==> config.mk <==
export PLATFORM = sky130hd
export DESIGN_NAME = fbd_host
export DESIGN_NICKNAME = d
export VERILOG_FILES = /design/src/rtl/fbd_pkg.sv /design/src/rtl/fbd_host.sv /design/src/rtl/fbd_timer.sv
export SDC_FILE = /design/constraint.sdc
export NUM_CORES = 1
export LEC_CHECK = 0
export ABC_AREA = 1
export BUFFER_PORTS_ARGS = -buffer_cell sky130_fd_sc_hd__clkbuf_2
export CAP_MARGIN = 10
export CORE_UTILIZATION = 48
export DETAILED_ROUTE_END_ITERATION = 7
export GPL_TIMING_DRIVEN = 0
export PLACE_DENSITY_LB_ADDON = 0.05
export SYNTH_ARGS = -nofsm -noshare
export SYNTH_HDL_FRONTEND = slang
export SYNTH_SLANG_ARGS = --single-unit
==> constraint.sdc <==
create_clock -name clock -period 2.1 [get_ports clock]
set_input_delay 0.21 -clock clock [delete_from_list [all_inputs] [get_ports clock]]
set_output_delay 0.21 -clock clock [all_outputs]
set_load 0.02 [all_outputs]
==> src/rtl/fbd_pkg.sv <==
// Shared types and constants for the flash bus operation host controller
package fbd_pkg;

  localparam int CLK_NS = 20;
  localparam int ADDR_W = 18;
  localparam int DATA_W = 16;
  localparam int CNT_W = 16;

  // Bus timing, figures in ns (plain defaults)
  localparam int T_SETUP_NS = 20;
  localparam int T_WE_LOW_NS = 60;
  localparam int T_HOLD_NS = 20;
  localparam int T_ACC_NS = 120;
  localparam int T_HV_SETTLE_NS = 1000;
  localparam int T_RST_LOW_NS = 500;
  localparam int T_RST_REC_NS = 1000;

  // Least times round up to whole cycles
  localparam int SETUP_CYC = (T_SETUP_NS + CLK_NS - 1) / CLK_NS;
  localparam int WE_LOW_CYC = (T_WE_LOW_NS + CLK_NS - 1) / CLK_NS;
  localparam int HOLD_CYC = (T_HOLD_NS + CLK_NS - 1) / CLK_NS;
  localparam int ACC_CYC = (T_ACC_NS + CLK_NS - 1) / CLK_NS;
  localparam int HV_CYC = (T_HV_SETTLE_NS + CLK_NS - 1) / CLK_NS;
  localparam int RST_CYC = (T_RST_LOW_NS + CLK_NS - 1) / CLK_NS;
  localparam int RST_REC_CYC = (T_RST_REC_NS + CLK_NS - 1) / CLK_NS;

  // Fixed address bits for id and protection reads
  localparam int A0_BIT = 0;
  localparam int A1_BIT = 1;
  localparam int A6_BIT = 6;
  localparam int BLK_LSB = 12;
  localparam int BLK_W = 6;
  localparam logic [7:0] BYTE_ZERO = 8'h00;

  typedef enum logic [2:0] {
    FBD_OP_READ,
    FBD_OP_WRITE,
    FBD_OP_SIG_HV,
    FBD_OP_PROT_VERIFY,
    FBD_OP_RESET
  } fbd_op_e;

  typedef enum logic [3:0] {
    FBD_ST_RST,
    FBD_ST_RST_REC,
    FBD_ST_IDLE,
    FBD_ST_HV,
    FBD_ST_WR_SETUP,
    FBD_ST_WR_LOW,
    FBD_ST_WR_HOLD,
    FBD_ST_RD,
    FBD_ST_DONE
  } fbd_state_e;

  // Request: addr is a byte address, bit 0 is the byte-mode low address
  typedef struct packed {
    fbd_op_e op;
    logic word_mode;
    logic [ADDR_W:0] addr;
    logic [DATA_W-1:0] wdata;
  } fbd_req_s;

  typedef struct packed {
    logic ce_n;
    logic oe_n;
    logic we_n;
    logic reset_unprotect_n;
    logic word_sel;
    logic hv_select_en;
    logic [ADDR_W-1:0] addr;
    logic [DATA_W-1:0] dq_o;
    logic [DATA_W-1:0] dq_oe;
  } fbd_pins_s;

  localparam fbd_pins_s PINS_RESET = '{
    ce_n: 1'b1, oe_n: 1'b1, we_n: 1'b1, reset_unprotect_n: 1'b0,
    word_sel: 1'b1, hv_select_en: 1'b0, addr: '0, dq_o: '0, dq_oe: '0};

endpackage : fbd_pkg

==> src/rtl/fbd_host.sv <==
// Host controller driving the flash chip select, gate, strobe, address and data pins
// How it works
// - Read data sampled only with select, gate low
// - Writes: select low, strobe low, gate high
// - Id read: elevated A9, A1 low
// - Query instruction path uses plain writes
// - Protection verify puts block on A12-A17
// - Reset pin held low minimum pulse
`timescale 1ns/10ps
module fbd_host #(
  parameter int CNT_W = fbd_pkg::CNT_W
) (
  input wire logic clock,
  input wire logic rst_n,
  input wire fbd_pkg::fbd_req_s req,
  input wire logic req_valid,
  output logic req_ready,
  output logic [fbd_pkg::DATA_W-1:0] rsp_data,
  output logic rsp_valid,
  output fbd_pkg::fbd_pins_s pins,
  input wire logic [fbd_pkg::DATA_W-1:0] dq_i
);
  import fbd_pkg::*;

  fbd_state_e state_reg, state_next;
  fbd_req_s req_reg;
  fbd_pins_s pins_reg, pins_next;
  logic [DATA_W-1:0] rsp_data_reg;
  logic rsp_valid_reg;
  logic tmr_done;
  logic tmr_load;
  logic [CNT_W-1:0] tmr_value;
  logic [ADDR_W-1:0] flash_addr;
  logic [ADDR_W-1:0] id_addr;
  logic [ADDR_W-1:0] pv_addr;
  logic [DATA_W-1:0] wr_oe;
  logic [DATA_W-1:0] rd_oe;
  logic [DATA_W-1:0] low_addr_pin;
  logic [DATA_W-1:0] rd_word;
  logic take;
  logic hv_op;
  logic sample;
  fbd_req_s req_use;
  logic started_reg;
  logic boot_reg;

  // New request drives the pins from the take edge on
  assign req_use = take ? req : req_reg;

  // Address shaping per operation
  assign id_addr = ADDR_W'(req_use.addr[1]) << A0_BIT;
  assign pv_addr = (ADDR_W'(req_use.addr[BLK_LSB+BLK_W:BLK_LSB+1]) << BLK_LSB)
                 | (ADDR_W'(1) << A1_BIT);
  assign flash_addr = (req_use.op == FBD_OP_SIG_HV) ? id_addr :
                      (req_use.op == FBD_OP_PROT_VERIFY) ? pv_addr :
                      req_use.addr[ADDR_W:1];
  assign hv_op = (req_use.op == FBD_OP_SIG_HV) || (req_use.op == FBD_OP_PROT_VERIFY);

  // Byte mode: top data pin carries the low address bit
  assign low_addr_pin = DATA_W'(req_use.addr[0]) << (DATA_W - 1);
  assign rd_oe = req_use.word_mode ? '0 : (DATA_W'(1) << (DATA_W - 1));
  assign wr_oe = req_use.word_mode ? '1 : ({1'b1, {(DATA_W-8-1){1'b0}}, 8'hFF});

  // Read word shaping
  assign rd_word = (req_reg.op == FBD_OP_PROT_VERIFY) ? DATA_W'(dq_i[0]) :
                   req_reg.word_mode ? dq_i : {BYTE_ZERO, dq_i[7:0]};

  assign take = req_valid && (state_reg == FBD_ST_IDLE);
  assign req_ready = (state_reg == FBD_ST_IDLE);
  assign sample = (state_reg == FBD_ST_RD) && tmr_done;
  assign tmr_load = (state_next != state_reg) || !started_reg;
  assign rsp_data = rsp_data_reg;
  assign rsp_valid = rsp_valid_reg;
  assign pins = pins_reg;

  fbd_timer #(.W(CNT_W)) u_timer (
    .clock(clock),
    .rst_n(rst_n),
    .load(tmr_load),
    .value(tmr_value),
    .done(tmr_done)
  );

  always_comb begin
    state_next = state_reg;
    case (state_reg)
      FBD_ST_RST: if (tmr_done && started_reg) state_next = FBD_ST_RST_REC;
      FBD_ST_RST_REC: if (tmr_done) state_next = FBD_ST_DONE;
      FBD_ST_IDLE: begin
        if (take) begin
          case (req.op)
            FBD_OP_WRITE: state_next = FBD_ST_WR_SETUP;
            FBD_OP_SIG_HV, FBD_OP_PROT_VERIFY: state_next = FBD_ST_HV;
            FBD_OP_RESET: state_next = FBD_ST_RST;
            default: state_next = FBD_ST_RD;
          endcase
        end
      end
      FBD_ST_HV: if (tmr_done) state_next = FBD_ST_RD;
      FBD_ST_WR_SETUP: if (tmr_done) state_next = FBD_ST_WR_LOW;
      FBD_ST_WR_LOW: if (tmr_done) state_next = FBD_ST_WR_HOLD;
      FBD_ST_WR_HOLD: if (tmr_done) state_next = FBD_ST_DONE;
      FBD_ST_RD: if (tmr_done) state_next = FBD_ST_DONE;
      FBD_ST_DONE: state_next = FBD_ST_IDLE;
      default: state_next = FBD_ST_IDLE;
    endcase
  end

  always_comb begin
    case (state_next)
      FBD_ST_RST: tmr_value = CNT_W'(RST_CYC - 1);
      FBD_ST_RST_REC: tmr_value = CNT_W'(RST_REC_CYC - 1);
      FBD_ST_HV: tmr_value = CNT_W'(HV_CYC - 1);
      FBD_ST_WR_SETUP: tmr_value = CNT_W'(SETUP_CYC - 1);
      FBD_ST_WR_LOW: tmr_value = CNT_W'(WE_LOW_CYC - 1);
      FBD_ST_WR_HOLD: tmr_value = CNT_W'(HOLD_CYC - 1);
      FBD_ST_RD: tmr_value = CNT_W'(ACC_CYC - 1);
      default: tmr_value = '0;
    endcase
  end

  // Pin levels per phase
  always_comb begin
    pins_next = PINS_RESET;
    pins_next.reset_unprotect_n = (state_next != FBD_ST_RST);
    pins_next.word_sel = req_use.word_mode;
    pins_next.addr = flash_addr;
    case (state_next)
      FBD_ST_HV: begin
        pins_next.hv_select_en = 1'b1;
        pins_next.dq_o = low_addr_pin;
        pins_next.dq_oe = rd_oe;
      end
      FBD_ST_WR_SETUP, FBD_ST_WR_HOLD: begin
        pins_next.ce_n = 1'b0;
        pins_next.dq_o = req_use.word_mode ? req_use.wdata : (low_addr_pin | req_use.wdata);
        pins_next.dq_oe = wr_oe;
      end
      FBD_ST_WR_LOW: begin
        pins_next.ce_n = 1'b0;
        pins_next.we_n = 1'b0;
        pins_next.dq_o = req_use.word_mode ? req_use.wdata : (low_addr_pin | req_use.wdata);
        pins_next.dq_oe = wr_oe;
      end
      FBD_ST_RD: begin
        pins_next.ce_n = 1'b0;
        pins_next.oe_n = 1'b0;
        pins_next.hv_select_en = hv_op;
        pins_next.dq_o = low_addr_pin;
        pins_next.dq_oe = rd_oe;
      end
      default: begin
        pins_next.ce_n = 1'b1;
      end
    endcase
  end

  always_ff @(posedge clock or negedge rst_n) begin
    if (!rst_n) begin
      state_reg <= FBD_ST_RST;
      pins_reg <= PINS_RESET;
    end else begin
      state_reg <= state_next;
      pins_reg <= pins_next;
    end
  end

  // Startup flags: full first reset pulse, no answer for it
  always_ff @(posedge clock or negedge rst_n) begin
    if (!rst_n) begin
      started_reg <= 1'b0;
      boot_reg <= 1'b1;
    end else begin
      started_reg <= 1'b1;
      if (state_reg == FBD_ST_IDLE) begin
        boot_reg <= 1'b0;
      end
    end
  end

  always_ff @(posedge clock or negedge rst_n) begin
    if (!rst_n) begin
      req_reg <= '{op: FBD_OP_READ, word_mode: 1'b1, addr: '0, wdata: '0};
    end else if (take) begin
      req_reg <= req;
    end
  end

  always_ff @(posedge clock or negedge rst_n) begin
    if (!rst_n) begin
      rsp_data_reg <= '0;
      rsp_valid_reg <= 1'b0;
    end else begin
      rsp_valid_reg <= (state_next == FBD_ST_DONE) && !boot_reg;
      if (sample) begin
        rsp_data_reg <= rd_word;
      end
    end
  end

  // Checks
  localparam int MAX_LAT = 300;
  logic [CNT_W-1:0] rp_low_cnt;

  always_ff @(posedge clock or negedge rst_n) begin
    if (!rst_n) begin
      rp_low_cnt <= '0;
    end else if (!pins_reg.reset_unprotect_n) begin
      rp_low_cnt <= rp_low_cnt + 1'b1;
    end else begin
      rp_low_cnt <= '0;
    end
  end
endmodule : fbd_host

==> src/rtl/fbd_timer.sv <==
// Loadable down counter used to time bus phases
`timescale 1ns/10ps
module fbd_timer #(
  parameter int W = 16
) (
  input wire logic clock,
  input wire logic rst_n,
  input wire logic load,
  input wire logic [W-1:0] value,
  output logic done
);

  logic [W-1:0] count_reg;

  assign done = (count_reg == '0);

  always_ff @(posedge clock or negedge rst_n) begin
    if (!rst_n) begin
      count_reg <= '0;
    end else if (load) begin
      count_reg <= value;
    end else if (count_reg != '0) begin
      count_reg <= count_reg - 1'b1;
    end
  end

endmodule : fbd_timer

Word-level counts from Yosys, hierarchy flattened:

Index checks and enable logic that the tools add are counted.

* input bits: 58
* output and inout bits: 74
* word-level logic and storage cells: 86
* register bits: 133

* bitwise logic cells: 1
* $add $sub $neg: 1
* mux-type cells: 24
* eq/ne operators: 22
* reductions and logical operators: 20

Operators by type and width (count)
* $mux 16: 6
* $pmux 32 s2: 1
* $mux 39: 1
* $eq 4x3->1 const B: 8
* $mux 4: 6
* $pmux 4 s6: 1
* $pmux 6 s4: 1
* $mux 18: 1
* $logic_not 16->1: 1
* $or 16x16->16: 1
* $reduce_bool 16->1: 1
* $sub 16x1->16 const B: 1
* $eq 3x2->1 const B: 5
* $mux 15: 1
* $eq 4x2->1 const B: 3
* $mux 12: 1
* $pmux 3 s3: 1
* $eq 4x1->1 const B: 2
* $logic_not 4->1: 2
* $reduce_or 2->1: 3
* $reduce_or 3->1: 2
* $eq 4x4->1 const B: 1
* $logic_and 1x1->1: 4
* $ne 4x4->1: 1
* 9 further kinds: 13

Depth between registers and ports, before layout:

* depth after elaboration: 9
* mapped depth: 19

Hierarchy:

Synthesis repeated with hierarchy kept, for this count alone.

* cell total of the unflattened synthesis: 617
* area, all modules: 5491.5 µm²

By module, submodules not included
* fbd_host: times used 1, cells an instance 449, area an instance 4372.9 µm²
* fbd_timer: times used 1, cells an instance 168, area an instance 1118.6 µm²

Least setup slack after synthesis:

Ideal clock, no wire load.

* path type: register to register
* start: reg u_timer.count_reg[0]
* end: reg u_timer.count_reg[0]
* path slack: 112 ps
* cell stages (with the launch flop): 20
* library setup time: 116 ps
* data required time: 1984 ps
* period minus slack after synthesis: 1988 ps
* data arrival time: 1872 ps
* cells stage by stage: dfrtp_1 -> inv_1 -> ha_1 -> inv_1 -> nor2_1 -> nand2_1 -> nor2_2 -> nand2_4 -> nand2_2 -> nand2_2 -> nor2_4 -> nand2_4 -> nand2_1 -> nand2_1 -> clkinv_2 -> nand3_4 -> nor2_4 -> inv_2 -> nand2_1 -> nand2_1

* longest elaborated chain between the ends: 8
* elaborated cells between the ends (all ways): 22
* classes of those cells: 1 x add/sub; 5 x eq/ne; 9 x mux; 7 x reduce/logical

RTL lines
* start, declared: line fbd_timer.sv:13 `logic [W-1:0] count_reg;`
* start signal, assigned: line fbd_timer.sv:21 `count_reg <= value;`
* start signal, assigned: line fbd_timer.sv:23 `count_reg <= count_reg - 1'b1;`
* $logic_not 16->1 *: line fbd_timer.sv:15 `assign done = (count_reg == '0);`
* $logic_and 1x1->1: line fbd_host.sv:87 `FBD_ST_RST: if (tmr_done && started_reg) state_next = FBD_ST_RST_REC;`
* $mux 4: line fbd_host.sv:87
* $pmux 4 s6 *: line fbd_host.sv:86 `case (state_reg)`
* via state_next[1]: line fbd_host.sv:25 `fbd_state_e state_reg, state_next;`
* $eq 4x2->1 / $eq 4x1->1 (equally long branches): line fbd_host.sv:110 `case (state_next)`
* $reduce_or 2->1 (no line)
* $pmux 6 s4: line fbd_host.sv:110
* $mux 16: line fbd_timer.sv:20 `end else if (load) begin`

Mark *: on every way through the listed nets, which the timed path passes. The rest lies on a longest branch. The select of a mux whose other input is x is not followed.
A chain may end at the register's enable or synchronous reset.

Final worst setup path:

* start: reg u_timer.count_reg[0]
* end: reg u_timer.count_reg[0]

* longest elaborated chain between the ends: 8
* elaborated cells between the ends (all ways): 22
* classes of those cells: 1 x add/sub; 5 x eq/ne; 9 x mux; 7 x reduce/logical

RTL lines (line)
* $logic_not 16->1: fbd_timer.sv:15
* $logic_and 1x1->1: fbd_host.sv:87
* $mux 4: fbd_host.sv:87
* $pmux 4 s6: fbd_host.sv:86
* $eq 4x2->1 / $eq 4x1->1 (equally long branches): fbd_host.sv:110
* $reduce_or 2->1 (no line)
* $pmux 6 s4: fbd_host.sv:110
* $mux 16: fbd_timer.sv:20

Several ways; a longest one is shown, not always the timed one. The select of a mux whose other input is x is not followed.

==> run summary <==
The setup TNS is -0.0340 ns. The arrival time of data at the critical path endpoint was 2.53 ns. The core region is 10400 sq um. In the routed layout, each cell is associated on average with a via count of 4.75.

Average wire length per cell after detail routing: 13.0 um. Dividing the final minimum period by the clock period gives 101%. Y dimension of the die: 106 um. The root buffer cell is clkbuf_8.

Across every metal layer, demand over resource in global routing totals 23.1%. The initialized floorplan defines 37 standard-cell rows. TritonCTS built the clock tree. The checks that failed: negative setup slack. The flip-flop count of the largest register after layout is 42, and the final count of pins violating max slew is 0. The total grt overflow was 0. For the via count of the first global-routing pass, the log shows 4432. The worst endpoint required time was 2.50 ns; the footprint of the flip-flops and latches was 3010 sq um. The clock transition at the registers of the reported paths came out at 0.06 ns. Counting flops with an async set or reset pin after synthesis yields a share of 100%. For this run, the leading register cell type out of synthesis is dfrtp_1. Worst vdd rail ir drop: 903 uV. At the end of the flow, the number of nets in the layout was 853. Area of the die: 11200 sq um. The flow ran to the end, but the final reports show violations.

The number of cells on the worst hold path came out at 3. For the minimum setup slack in the final design, the log shows -0.0294 ns. The fmax was 470 MHz. Max-cap violations in this run came to 0. Leading cell type in the layout, fill and taps excluded: nand2_1. The number of antenna violations at the first check in global routing is 0. The number of DRC violations after detailed routing is 0. The logs give 210 for the number of design-rule violations left by the first detailed-router iteration and 7.86 mm for the placed wire-length estimate after detailed placement. 132 I/O pins were placed. The combined area of the multi-input logic cells was 1910 sq um. The logs give 58.1% for the register area share after synthesis and 39 for the count of unique library cells instantiated by Yosys. Relative to the synthesized area, the layout overhead comes to 45.5%.

The minimum setup slack after placement was -0.208 ns; the count of nets left with antenna violations after detail routing was 0. The startpoint-to-endpoint class of the critical path is flop to flop. The kind of path behind the tightest hold check was primary input to flop. The final route contains 4479 vias. In this run the worst path has a maximum fanout of 7. For the final count of hold timing violations, the log shows 0. The tree built by TritonCTS fans out to 120 sinks. The run gives 4 as the number of iterations in the first detailed-routing pass.

The post-route minimum period is 2.13 ns, and the logic depth of the worst register-to-register path is 18. Buffers inserted during clock tree synthesis total 17. From left edge to right edge, the die measures 106 um.

Number of levels in the clock H-tree: 4. Setup violations remaining at the end of the flow were counted as 2. The total of fill cells in the finished design was 794; the clock latency at the later pin of the worst-skew pair was 0.51 ns. For this configuration, the core starts out at a cell density of 49.7%. The count of buffers inserted at the top-level ports works out to 131. The number of warnings printed during yosys synthesis is 0, and the total routed wirelength is 12.3 mm. The number of synthesized flops with an enable pin was 0.

The clock skew was 0.00468 ns. Entering global routing, the biggest net connects 64 pins. The buffer levels on the longest clock path is 2. The worst setup path is captured at a flop.

The weighted congestion at the end of routability-driven global placement is 0.905, and the number of synthesized register bits is 120. Setup repair after global routing could not meet its margin everywhere. The top cell types in the final layout, fill and taps aside, are nand2_1 (156), clkbuf_2 (135), dfrtp_1 (115). For the static leakage power, the log shows 0.00403 uW. The share of layout cells above drive strength 1 is 36.7%, and the post-synthesis cell area is 5180 sq um. The tools report the number of nets produced by synthesis as 628.

For the post-synthesis cell count, the log shows 568. The mean post-synth cell area came out at 9.12 sq um. The ratio of total power to cell area works out to 1720 nW/um^2.

The number of inserted diodes is 0. The worst setup path is launched from a flop. The run gives 20.2 mm as the wire length of the first global-routing pass.
worst max-delay path, cell delays in order, from the launching register on:
cell      delay (ns)
dfrtp_1         0.39
inv_2           0.09
ha_4            0.15
inv_4           0.03
nor2_4          0.10
nand2_2         0.08
nor2_4          0.10
nand2_4         0.11
o21ai_2         0.08
inv_2           0.05
nor2_4          0.17
nand2_1         0.08
nand2_2         0.10
clkinv_4        0.07
buf_4           0.15
nand4_1         0.09
nand2_1         0.06
nand2_1         0.06
nand2_1         0.04
Yosys cell counts (2+ instances only):
| library cell | count | share of area (%) |
|---|---|---|
| a21oi_1 | 18 | 1.7 |
| a31oi_1 | 2 | 0.24 |
| buf_4 | 16 | 2.3 |
| buf_6 | 2 | 0.43 |
| clkbuf_1 | 9 | 0.65 |
| dfrtp_1 | 115 | 56 |
| dfstp_2 | 5 | 2.5 |
| ha_1 | 2 | 0.48 |
| inv_1 | 53 | 3.8 |
| inv_2 | 7 | 0.51 |
| nand2_1 | 164 | 12 |
| nand2_2 | 9 | 1.1 |
| nand2_4 | 3 | 0.65 |
| nand3_1 | 14 | 1.4 |
| nand3_2 | 2 | 0.39 |
| nand4_1 | 7 | 0.85 |
| nor2_1 | 44 | 3.2 |
| nor2_2 | 8 | 0.97 |
| nor2_4 | 4 | 0.87 |
| nor3_1 | 7 | 0.68 |
| o21ai_0 | 37 | 3.6 |
| o21ai_2 | 3 | 0.51 |
| or2_2 | 13 | 1.6 |
| xnor2_1 | 2 | 0.34 |
| xor2_1 | 8 | 1.4 |
power by group:
part	internal (uW)	total, uW	switching (uW)
sequential	3320	3750	435
combinational	2440	6240	3800
clock	1970	3000	1030
path summary, 6_finish.rpt:
kind,from,endpoint,slack (ns)
min in group asynchronous,rst_n,u_timer.count_reg[11],0.22
worst min-delay path,req[38],req_reg[38],0.03
max in group asynchronous,rst_n,boot_reg,1.18
worst max-delay path,u_timer.count_reg[0],u_timer.count_reg[0],-0.03
worst max register to register,u_timer.count_reg[0],u_timer.count_reg[0],-0.03
worst min register to register,boot_reg,boot_reg,0.45
layout make-up:
type | count | area share, %
inverter | 61 | 3.14
timing repair buffer | 206 | 18.6
tap | 136 | 2.26
clock buffer | 23 | 6.46
multi-input combinational | 360 | 25.3
sequential | 120 | 39.9
buffer | 27 | 2.54
clock inverter | 9 | 1.81
cell families (layout without fill, tap and decap cells):
family | Yosys count | after routing | synth area share [%]
fa+ha+maj | 2 | 2 | 0.483
simple gates | 282 | 283 | 24.9
flops | 120 | 120 | 58.1
buf+inv | 89 | 326 | 7.94
other cells | 1 | 1 | 0.0724
mux | 1 | 1 | 0.217
compound gates | 63 | 63 | 6.62
xor+xnor | 10 | 10 | 1.69
what timing repair did:
action | 4_1_cts | 5_1_grt
pin swaps | 12 | 19
hold buffers | 53 | 0
gates resized for setup | 15 | 45
endpoints found under the setup margin | 45 | 62
setup buffers | 15 | 6
gates cloned | 1 | 0
endpoints found under the hold margin | 131 | 0
through the flow:
step                      instance area [sq um]  power [uW]  instances  util [%]  hold slack [ns]
after floorplan                            5180        7480        568         -          -0.0856
after global placement                     6010        8840        835      57.7            0.425
after detailed placement                   6040        8940        836      58.0            0.210
after CTS                                  7360       12500        937      70.7           0.0412
after global routing                       7540       13900        942      72.4           0.0426
final                                      7540       13000        942      72.4           0.0313
layer usage:
metal	part of all wire, %	global-route usage, %	wire length, um
met1	42	28.1	5190
met2	51	38.7	6250
met3	4.7	6.68	575
met4	1.9	9.13	235
met5	0	0	0
(Power assumes the default switching activity.)
